### src/design/spm_map.vh
// Constants for the SPI port pin multiplexer: line indices, reset values, timing.
// Assumes nothing of its surroundings; definitions only.
`ifndef SPM_MAP_VH
`define SPM_MAP_VH
// Pad indices within the four-line group
`define SPM_LINE_MISO 2'd0
`define SPM_LINE_MOSI 2'd1
`define SPM_LINE_SCLK 2'd2
`define SPM_LINE_SS 2'd3
// Function select: 0 selects the serial port
`define SPM_FSEL_RESET 4'h0
`define SPM_GPIO_DIR_RESET 4'h0
`define SPM_GPIO_OUT_RESET 4'h0
// Default serial clock half period in system clocks
`define SPM_HALF_PERIOD_DEF 8
`define SPM_WORD_BITS 8
`define SPM_FIFO_DEPTH 16
`endif

### src/design/spm_fifo.v
// Synchronous FIFO with valid/ready on both sides.
// Assumes a single clock domain and asynchronous active-low reset.
`timescale 1ns/100ps
module spm_fifo #(
  parameter WIDTH = 8,
  parameter DEPTH = 16,
  parameter AW = 4
) (
  input wire clk_sys_i,
  input wire reset_n_i,
  input wire in_valid_i,
  output wire in_ready_o,
  input wire [WIDTH-1:0] in_data_i,
  output wire out_valid_o,
  input wire out_ready_i,
  output wire [WIDTH-1:0] out_data_o
);
  reg [WIDTH-1:0] mem [0:DEPTH-1];
  reg [AW-1:0] wr_q;
  reg [AW-1:0] rd_q;
  reg [AW:0] cnt_q;
  wire push;
  wire pop;
  assign in_ready_o = (cnt_q != DEPTH);
  assign out_valid_o = (cnt_q != 0);
  assign out_data_o = mem[rd_q];
  assign push = in_valid_i && in_ready_o;
  assign pop = out_valid_o && out_ready_i;
  always @(posedge clk_sys_i) begin
    if (push) begin
      mem[wr_q] <= in_data_i;
    end
  end
  always @(posedge clk_sys_i or negedge reset_n_i) begin
    if (!reset_n_i) begin
      wr_q <= {AW{1'b0}};
      rd_q <= {AW{1'b0}};
      cnt_q <= {(AW+1){1'b0}};
    end else begin
      if (push) begin
        wr_q <= (wr_q == DEPTH-1) ? {AW{1'b0}} : wr_q + 1'b1;
      end
      if (pop) begin
        rd_q <= (rd_q == DEPTH-1) ? {AW{1'b0}} : rd_q + 1'b1;
      end
      if (push && !pop) begin
        cnt_q <= cnt_q + 1'b1;
      end else if (pop && !push) begin
        cnt_q <= cnt_q - 1'b1;
      end
    end
  end
endmodule

### src/design/spm_port.v
// SPI port with per-line GPIO sharing on four pads.
// Assumes pads are resolved outside: each pad gives input, output, active-low enable.
`timescale 1ns/100ps
`include "spm_map.vh"
module spm_port #(
  parameter WIDTH = `SPM_WORD_BITS,
  parameter DEPTH = `SPM_FIFO_DEPTH,
  parameter HALF = `SPM_HALF_PERIOD_DEF
) (
  input wire clk_sys_i,
  input wire reset_n_i,
  input wire master_i,
  input wire [3:0] func_gpio_i,
  input wire [3:0] gpio_dir_out_i,
  input wire [3:0] gpio_out_i,
  output reg [3:0] gpio_in_o,
  input wire shared_io_line_six_i,
  output reg shared_io_line_six_o,
  output reg shared_io_line_six_oe_n_o,
  input wire shared_io_line_five_i,
  output reg shared_io_line_five_o,
  output reg shared_io_line_five_oe_n_o,
  input wire shared_io_line_four_i,
  output reg shared_io_line_four_o,
  output reg shared_io_line_four_oe_n_o,
  input wire shared_io_line_seven_i,
  output reg shared_io_line_seven_o,
  output reg shared_io_line_seven_oe_n_o,
  input wire tx_valid_i,
  output wire tx_ready_o,
  input wire [WIDTH-1:0] tx_data_i,
  output reg rx_valid_o,
  output reg [WIDTH-1:0] rx_data_o,
  output reg mode_fault_o,
  output reg busy_o
);
  localparam ST_IDLE = 3'b001;
  localparam ST_LOW = 3'b010;
  localparam ST_HIGH = 3'b100;
  localparam [7:0] HALF_C = HALF;
  localparam [3:0] LAST_BIT = WIDTH - 1;

  // Two-stage synchronisers on all pad inputs
  reg [3:0] s1_q;
  reg [3:0] s2_q;
  reg s3_clk_q;
  always @(posedge clk_sys_i or negedge reset_n_i) begin
    if (!reset_n_i) begin
      s1_q <= 4'hf;
      s2_q <= 4'hf;
      // Matches the synchroniser's reset level so no false edge follows reset
      s3_clk_q <= 1'b1;
    end else begin
      s1_q <= {shared_io_line_seven_i, shared_io_line_four_i, shared_io_line_five_i, shared_io_line_six_i};
      s2_q <= s1_q;
      s3_clk_q <= s2_q[`SPM_LINE_SCLK];
    end
  end
  wire miso_s = s2_q[`SPM_LINE_MISO];
  wire mosi_s = s2_q[`SPM_LINE_MOSI];
  wire sclk_s = s2_q[`SPM_LINE_SCLK];
  wire ss_n_s = s2_q[`SPM_LINE_SS];
  wire sclk_rise = sclk_s && !s3_clk_q;
  wire sclk_fall = !sclk_s && s3_clk_q;
  wire [3:0] fsel = func_gpio_i;
  wire sel_slave = !master_i && !ss_n_s && !fsel[`SPM_LINE_SS];

  // Transmit FIFO: its ready stalls the source when the shifter lags
  wire f_valid;
  wire [WIDTH-1:0] f_data;
  reg f_pop;
  spm_fifo #(.WIDTH(WIDTH), .DEPTH(DEPTH), .AW(4)) u_fifo (
    .clk_sys_i(clk_sys_i),
    .reset_n_i(reset_n_i),
    .in_valid_i(tx_valid_i),
    .in_ready_o(tx_ready_o),
    .in_data_i(tx_data_i),
    .out_valid_o(f_valid),
    .out_ready_i(f_pop),
    .out_data_o(f_data)
  );

  reg [2:0] st_q;
  reg [7:0] div_q;
  reg [3:0] bit_q;
  reg [WIDTH-1:0] sh_q;
  reg [WIDTH-1:0] rsh_q;
  reg sclk_q;
  reg in_slave_q;
  wire fault = master_i && !ss_n_s && !fsel[`SPM_LINE_SS];
  wire master_bit = sh_q[WIDTH-1];

  always @* begin
    f_pop = 1'b0;
    if (master_i && st_q == ST_IDLE && !fault) begin
      f_pop = f_valid;
    end else if (sel_slave && !in_slave_q) begin
      f_pop = f_valid;
    end
  end

  always @(posedge clk_sys_i or negedge reset_n_i) begin
    if (!reset_n_i) begin
      st_q <= ST_IDLE;
      div_q <= 8'h00;
      bit_q <= 4'h0;
      sh_q <= {WIDTH{1'b0}};
      rsh_q <= {WIDTH{1'b0}};
      sclk_q <= 1'b0;
      in_slave_q <= 1'b0;
      rx_valid_o <= 1'b0;
      rx_data_o <= {WIDTH{1'b0}};
      mode_fault_o <= 1'b0;
      busy_o <= 1'b0;
    end else begin
      rx_valid_o <= 1'b0;
      mode_fault_o <= fault;
      if (master_i) begin
        in_slave_q <= 1'b0;
        case (st_q)
          ST_IDLE: begin
            sclk_q <= 1'b0;
            if (f_pop) begin
              // Data is set up now; first rise follows one half period later
              sh_q <= f_data;
              bit_q <= 4'h0;
              div_q <= HALF_C - 8'h01;
              st_q <= ST_LOW;
              busy_o <= 1'b1;
            end
          end
          ST_LOW: begin
            if (fault) begin
              st_q <= ST_IDLE;
              busy_o <= 1'b0;
            end else if (div_q == 8'h00) begin
              sclk_q <= 1'b1;
              rsh_q <= {rsh_q[WIDTH-2:0], miso_s};
              div_q <= HALF_C - 8'h01;
              st_q <= ST_HIGH;
            end else begin
              div_q <= div_q - 8'h01;
            end
          end
          ST_HIGH: begin
            if (fault) begin
              sclk_q <= 1'b0;
              st_q <= ST_IDLE;
              busy_o <= 1'b0;
            end else if (div_q == 8'h00) begin
              sclk_q <= 1'b0;
              div_q <= HALF_C - 8'h01;
              if (bit_q == LAST_BIT) begin
                rx_data_o <= rsh_q;
                rx_valid_o <= 1'b1;
                st_q <= ST_IDLE;
                busy_o <= 1'b0;
              end else begin
                // Shift on falling edge: next bit leads the next rise by half a period
                sh_q <= {sh_q[WIDTH-2:0], 1'b0};
                bit_q <= bit_q + 4'h1;
                st_q <= ST_LOW;
              end
            end else begin
              div_q <= div_q - 8'h01;
            end
          end
          default: begin
            st_q <= ST_IDLE;
          end
        endcase
      end else begin
        st_q <= ST_IDLE;
        sclk_q <= 1'b0;
        busy_o <= sel_slave;
        in_slave_q <= sel_slave;
        if (!sel_slave) begin
          // Deselect aborts any partial word
          bit_q <= 4'h0;
        end else begin
          if (!in_slave_q) begin
            sh_q <= f_valid ? f_data : {WIDTH{1'b0}};
            bit_q <= 4'h0;
          end
          if (sclk_rise) begin
            rsh_q <= {rsh_q[WIDTH-2:0], mosi_s};
            if (bit_q == LAST_BIT) begin
              rx_data_o <= {rsh_q[WIDTH-2:0], mosi_s};
              rx_valid_o <= 1'b1;
              bit_q <= 4'h0;
            end else begin
              bit_q <= bit_q + 4'h1;
            end
          end
          if (sclk_fall) begin
            if (bit_q == 4'h0 && f_valid && in_slave_q) begin
              sh_q <= f_data;
            end else begin
              sh_q <= {sh_q[WIDTH-2:0], 1'b0};
            end
          end
        end
      end
    end
  end

  // Pad drive: port values and enables before the GPIO override
  reg [3:0] pout;
  reg [3:0] poe;
  always @* begin
    pout = 4'h0;
    poe = 4'h0;
    pout[`SPM_LINE_MISO] = master_bit;
    poe[`SPM_LINE_MISO] = sel_slave;
    pout[`SPM_LINE_MOSI] = master_bit;
    poe[`SPM_LINE_MOSI] = master_i;
    pout[`SPM_LINE_SCLK] = sclk_q;
    poe[`SPM_LINE_SCLK] = master_i;
    if (fsel[`SPM_LINE_MISO] == 1'b0 && master_i) begin
      poe[`SPM_LINE_MISO] = 1'b0;
    end
  end
  reg [3:0] dout;
  reg [3:0] den;
  always @* begin
    dout = 4'h0;
    den = 4'h0;
    // GPIO owns a line whose select bit is set
    dout = (fsel & gpio_out_i) | (~fsel & pout);
    den = (fsel & gpio_dir_out_i) | (~fsel & poe);
  end

  // Registered pad outputs; reset leaves every driver off
  always @(posedge clk_sys_i or negedge reset_n_i) begin
    if (!reset_n_i) begin
      shared_io_line_six_o <= 1'b0;
      shared_io_line_five_o <= 1'b0;
      shared_io_line_four_o <= 1'b0;
      shared_io_line_seven_o <= 1'b0;
      shared_io_line_six_oe_n_o <= 1'b1;
      shared_io_line_five_oe_n_o <= 1'b1;
      shared_io_line_four_oe_n_o <= 1'b1;
      shared_io_line_seven_oe_n_o <= 1'b1;
      gpio_in_o <= 4'h0;
    end else begin
      shared_io_line_six_o <= dout[0];
      shared_io_line_five_o <= dout[1];
      shared_io_line_four_o <= dout[2];
      shared_io_line_seven_o <= dout[3];
      shared_io_line_six_oe_n_o <= !den[0];
      shared_io_line_five_oe_n_o <= !den[1];
      shared_io_line_four_oe_n_o <= !den[2];
      shared_io_line_seven_oe_n_o <= !den[3];
      gpio_in_o <= s2_q & fsel;
    end
  end
  // Select lines come in as plain inputs reset to serial function by the owner
  // func_gpio_i low means serial port; owner resets it to `SPM_FSEL_RESET
endmodule

### config.mk
export PLATFORM = sky130hd
export DESIGN_NAME = spm_port
export DESIGN_NICKNAME = d
export VERILOG_FILES = /design/src/design/spm_fifo.v /design/src/design/spm_port.v
export VERILOG_INCLUDE_DIRS = /design/src /design/src/design
export SDC_FILE = /design/constraint.sdc
export NUM_CORES = 1
export LEC_CHECK = 0
export ABC_AREA = 1
export BUFFER_PORTS_ARGS = -buffer_cell sky130_fd_sc_hd__buf_2
export CORE_MARGIN = 1.5
export CORE_UTILIZATION = 35
export CTS_CLUSTER_SIZE = 20
export DETAILED_ROUTE_END_ITERATION = 12
export SLEW_MARGIN = 20
export SYNTH_ARGS = -nofsm -noshare
export SYNTH_HDL_FRONTEND = slang
export SYNTH_HIERARCHICAL = 1
export SYNTH_SLANG_ARGS = --single-unit
### constraint.sdc
create_clock -name clk_sys_i -period 2.75 [get_ports clk_sys_i]
set_clock_uncertainty 0.05 [all_clocks]
set_input_delay 0.55 -clock clk_sys_i [delete_from_list [all_inputs] [get_ports clk_sys_i]]
set_output_delay 0.55 -clock clk_sys_i [all_outputs]
set_load 0.005 [all_outputs]
==> results of run 1 <==
-- power breakdown --
| part | switching, W | internal [W] | leakage, nW |
|---|---|---|---|
| registers | 0.000293 | 0.00374 | 2.14 |
| logic | 0.00247 | 0.00119 | 2.63 |
| clock network | 0.00128 | 0.00176 | 0.371 |
-- final timing paths --
check | start | depth (start not counted) | end | slack [ps]
max | st_q[0] | 14 | u_fifo/cnt_q[4] | 270
min | shared_io_line_six_i | 1 | s1_q[0] | 60
max reg2reg | st_q[0] | 14 | u_fifo/cnt_q[4] | 270
min reg2reg | s1_q[0] | 0 | s2_q[0] | 300
max in group asynchronous | reset_n_i | 3 | shared_io_line_six_oe_n_o | 1550
min in group asynchronous | reset_n_i | 2 | div_q[3] | 450
-- flip-flops by register name (all words and copies together) (netlist names), 3 cells and up --
signal,cells
u_fifo/cnt_q,5
s2_q,4
bit_q,4
st_q,3
rsh_q,8
rx_data_o,8
gpio_in_o,4
s1_q,4
sh_q,8
div_q,8
u_fifo/rd_q,4
u_fifo/wr_q,4
u_fifo/mem,128
-- cell type report --
class                   instances  area, µm²  area share
well taps                     372        465      0.0412
clock inverters                17        121      0.0107
repair buffers                 78        500      0.0443
inverters                     117        448      0.0396
multi-input cells             719       3320       0.294
clock buffers                  27        633      0.0560
flip-flops and latches        206       5810       0.515
-- worst max-delay path, stage by stage, from the launching register on --
cell     delay [ps]
dfstp_2         560
nand2_1          60
nor2_1          260
nand3_2         170
nand2_1         150
nand2_1          90
ha_1            200
inv_1           160
ha_1            300
nand2_1         100
nand3_1          90
nand3_1          80
nand2_1          60
nand2_1          50
nand2_1          40
-- Yosys cell counts (12+ instances only) --
library cell / n
a21oi_1: 20
buf_2: 15
dfrtp_1: 64
dfstp_2: 14
edfxtp_1: 128
ha_1: 12
inv_1: 104
nand2_1: 387
nand3_1: 88
nand3_2: 15
nor2_1: 120
o21ai_0: 27
-- repair_timing --
| item | in CTS | in global routing |
|---|---|---|
| resized for setup | 0 | 0 |
| endpoints found under the setup margin | 0 | 2 |
| buffers inserted | 0 | 1 |
| hold buffers | 1 | 0 |
| endpoints found under the hold margin | 24 | 0 |
-- cell families (layout without fill, tap and decap cells) --
group,Yosys count,in the layout
and+or+nand+nor,638,638
DFF,206,206
buffers and inverters,148,239
AOI/OAI and AO/OA,61,61
adders and majority gates,13,13
xor gates and xnor gates,6,6
muxes,1,1
-- layer usage --
layer | track usage | up-vias | routed length [µm] | part of all wire
met5 | 0 | - | 0 | 0
met4 | 0.0569 | 0 | 536 | 0.024
met3 | 0.0223 | 33 | 752 | 0.034
met2 | 0.266 | 115 | 10600 | 0.48
met1 | 0.207 | 3363 | 10100 | 0.46
li1 | - | 3596 | - | -
-- stage by stage --
step / total power [W] / util / setup WS, ps / hold slack, ps
finish: 0.0107 / 0.416 / 268 / 63.2
global route: 0.0115 / 0.416 / 42.3 / 38.3
CTS: 0.0108 / 0.416 / 142 / 37.4
detailed placement: 0.00775 / 0.387 / 130 / 297
global placement: 0.00768 / 0.387 / 178 / 297
floorplan: 0.00673 / - / 313 / 204
==> results.json, run 1 <==
{
  "synthSimpleGateAreaFrac": 0.280,
  "synth_warnings": 6,
  "grt_max_degree": 59,
  "finalHoldViolations": 0,
  "wl_per_cell_um": 14.3,
  "synth-seq-cells": 206,
  "layout_commonest_cell": "nand2_1",
  "synthMuxAreaShare": 0.00115,
  "synth.area.top_cells": "edfxtp_1, dfrtp_1, nand2_1",
  "path_max_fanout": 5,
  "totalNegativeSetupSlack_ps": 0,
  "synth_top_family_by_area": "simple AND/OR/NAND/NOR gates",
  "synth_area_mm2": 0.00977,
  "cap_violations": 0,
  "worstMarginPinSlew_ps": 785,
  "root_buffer": "clkbuf_16",
  "rsz0062_at_grt": "no",
  "grt_pass1_wl_um": 35900,
  "io_pins": 52,
  "avgViaCountPerCell": 4.63,
  "cts.sinks": 206,
  "place_inst": 1490,
  "final-max-slew-violation-count": 0,
  "hp-class": "input pin to flop",
  "numCtsBuffers": 25,
  "dr.pass1.iters": 5,
  "syn_nets": 1114,
  "area_growth_syn_to_layout_pct": 15.6,
  "status": "completed",
  "timing.final.crit_share": 0.903,
  "fp.dieArea_mm2": 0.0289,
  "ys_seq_area_frac": 0.595,
  "placed_cell_area_mm2": 0.0105,
  "drt-total-wl_um": 22000,
  "endpoint_kind": "flop",
  "place_congestion": 0.803,
  "clk_latency_ps": 540,
  "ir_worst_vdd_uv": 523,
  "crit_type": "flop to flop",
  "stdcell_count": 1536,
  "period_minus_slack_ps": 2480,
  "fp.dieW_um": 170,
  "slew_headroom": 0.475,
  "synth_edf_count": 128,
  "arrival_ps": 2860,
  "filler_cell_count": 2692,
  "drive_above_1_share": 0.151,
  "htree_levels": 1,
  "ys.flop_type": "edfxtp_1",
  "antenna_found_initial": 0,
  "ant_nets": 0,
  "die_h_um": 170,
  "clk_pin_slew_worst_paths_ps": 60,
  "synth_fa_ha_area_frac": 0.0174,
  "power_density_mw_per_mm2": 949,
  "overflow": 0,
  "hpwl_um": 14300,
  "synthXorXnorAreaFrac": 0.00538,
  "start_util": 0.360,
  "io_buffers": 51,
  "antennaDiodeCount": 0,
  "worst_setup_path_start_kind": "flop",
  "track_usage": 0.158,
  "remaining_drc_errors": 0,
  "worstPathRequired_ps": 3130,
  "synthArstFlopShare": 0.379,
  "fmax_mhz": 403,
  "syn_area_per_cell_um2": 9.11,
  "finalSetupViolations": 0,
  "final_cell_mix": "nand2_1, edfxtp_1, nor2_1",
  "core_area_mm2": 0.0272,
  "nNetsFinal": 1188,
  "synth_top_cell_by_area": "edfxtp_1",
  "ys_types": 44,
  "synthCells": 1073,
  "stdcell_area_mm2": 0.0113,
  "synth-compound-area-share": 0.0351,
  "cts_tree": "done",
  "rows": 60,
  "first_iter_violations": 516,
  "synth_top_area_frac": 0.393,
  "clockBufferDepth": 3,
  "p_leak_nw": 5.14,
  "num_vias": 7107,
  "grt_pass1_vias": 6842
}
Power figures use the tool's default switching activity.
==> run 2: changes to the inputs <==
--- a/config.mk
+++ b/config.mk
@@ -8,7 +8,7 @@
 export LEC_CHECK = 0
 export ABC_AREA = 1
 export BUFFER_PORTS_ARGS = -buffer_cell sky130_fd_sc_hd__buf_2
-export CORE_MARGIN = 1.5
+export CORE_MARGIN = 2
 export CORE_UTILIZATION = 35
 export CTS_CLUSTER_SIZE = 20
 export DETAILED_ROUTE_END_ITERATION = 12
==> results.json, run 2 (synthesized netlist as in run 1, its figures left out) <==
{
  "slew_headroom": 0.500,
  "arrival_ps": 2870,
  "finalSetupViolations": 0,
  "drive_above_1_share": 0.152,
  "largest-register": "u_fifo/mem",
  "grt_max_degree": 85,
  "cts.sinks": 206,
  "dr.pass1.iters": 7,
  "stdcell_area_mm2": 0.0113,
  "cts_resized": 0,
  "p_leak_nw": 5.13,
  "status": "completed",
  "die_h_um": 171,
  "filler_cell_count": 2715,
  "hp-class": "input pin to asynchronous set/reset pin",
  "period_minus_slack_ps": 2500,
  "regToRegSetupSlack_ps": 250,
  "fp.dieArea_mm2": 0.0293,
  "placed_cell_area_mm2": 0.0105,
  "finalHoldViolations": 0,
  "rsz0062_at_grt": "no",
  "critical-path-top-delay-family": "simple AND/OR/NAND/NOR gates",
  "io_pins": 52,
  "postCtsSetupRepairBufs": 0,
  "layout_commonest_cell": "nand2_1",
  "rows": 61,
  "critical_path.max_stage_delay_ps": 430,
  "remaining_drc_errors": 0,
  "start_util": 0.354,
  "fp.dieW_um": 171,
  "ir_worst_vdd_uv": 495,
  "avgViaCountPerCell": 4.59,
  "path_max_fanout": 5,
  "final-max-slew-violation-count": 0,
  "worstMarginPinSlew_ps": 747,
  "ctsHoldBuffers": 0,
  "antennaDiodeCount": 0,
  "core_area_mm2": 0.0276,
  "cp_cell_sequence": "nor2_1 > nand4_1 > nand3_2 > nand2_1 > nand2_1 > ha_1 > inv_1 > fa_1 > nand2_1 > nand3_1 > nand3_1 > nand2_1 > nand2_1 > nand2_1",
  "numCtsBuffers": 24,
  "clk_pin_slew_worst_paths_ps": 60,
  "fmax_mhz": 401,
  "power_density_mw_per_mm2": 951,
  "multi_input_area_mm2": 0.00332,
  "drt-total-wl_um": 21900,
  "hpwl_um": 14500,
  "first_iter_violations": 566,
  "fin_ws_ps": 253,
  "nNetsFinal": 1189,
  "largest_reg_flops": 128,
  "wl_per_cell_um": 14.2,
  "crit_type": "flop to flop",
  "clk_latency_ps": 530,
  "worst_setup_path_start_kind": "flop",
  "endpoint_kind": "flop",
  "antenna_found_initial": 0,
  "place_congestion": 0.799,
  "grt_pass1_vias": 6699,
  "cap_violations": 0,
  "clockBufferDepth": 3,
  "place_ws_ps": 150,
  "track_usage": 0.155,
  "worstPathRequired_ps": 3130,
  "area_growth_syn_to_layout_pct": 15.7,
  "io_buffers": 51,
  "htree_levels": 1,
  "overflow": 0,
  "cp_num_buf_inv": 1,
  "num_vias": 7089,
  "cts_tree": "done",
  "final_cell_mix": "nand2_1, edfxtp_1, nor2_1",
  "worst_path_most_repeated_cell": "nand2_1",
  "timing.final.crit_share": 0.908,
  "grt_pass1_wl_um": 35800,
  "totalNegativeSetupSlack_ps": 0,
  "ant_nets": 0,
  "ff_latch_area_mm2": 0.00581,
  "critPathSlowestCell": "dfrtp_1",
  "root_buffer": "clkbuf_16"
}
-- run 2: cell types whose count changed in the layout (fill, tap and decap cells not counted) --
cell / previous run / this run
clkinv_2: 6 / 4
clkinvlp_4: 1 / 2
clkbuf_16: 25 / 24
clkbuf_1: 2 / 5
buf_4: 24 / 29
inv_6: 1 / 0
buf_12: 3 / 1
dlygate4sd3_1: 1 / 0
bufinv_16: 1 / 2
clkinv_1: 9 / 8
clkinv_16: 0 / 1
inv_16: 1 / 0
-- run 2: final timing paths --
path | start | to | cells after the start
worst min register to register | s1_q[0] | s2_q[0] | 0
worst max-delay path | u_fifo/cnt_q[0] | u_fifo/cnt_q[4] | 14
max in group asynchronous | reset_n_i | s1_q[0] | 2
min in group clk_sys_i | shared_io_line_five_i | s1_q[1] | 1
worst max register to register | u_fifo/cnt_q[0] | u_fifo/cnt_q[4] | 14
worst min-delay path | reset_n_i | u_fifo/rd_q[2] | 1
-- run 2: metal layers --
| metal | GRT usage | wire [µm] | vias up |
|---|---|---|---|
| li1 | - | - | 3586 |
| met1 | 0.214 | 9940 | 3321 |
| met2 | 0.251 | 10200 | 147 |
| met3 | 0.0238 | 1150 | 35 |
| met4 | 0.0457 | 556 | 0 |
| met5 | 0 | 0 | - |
-- run 2: metrics by stage --
stage,std cells,utilization,power (W),hold WS [ps]
final,1544,0.409,0.0107,8.00
after floorplan,1073,-,0.00673,204
after CTS,1544,0.409,0.0109,8.39
after global routing,1544,0.409,0.0116,43.7
after detailed placement,1500,0.381,0.00776,297
after global placement,1500,0.381,0.00769,296
-- run 2: area by class of cell --
| class | count | share of cell area |
|---|---|---|
| Timing Repair Buffer | 80 | 0.0432 |
| Clock inverter | 15 | 0.0129 |
| Sequential cell | 206 | 0.514 |
| Multi-Input combinational cell | 719 | 0.293 |
| Clock buffer | 29 | 0.0548 |
| Inverter | 117 | 0.0396 |
| Tap cell | 378 | 0.0418 |
-- run 2: power by group --
group	leakage [nW]	internal, W	switching [W]
Clock	0.364	0.00180	0.00125
Combinational	2.63	0.00116	0.00248
Sequential	2.14	0.00374	0.000308
Total	5.13	0.00670	0.00405
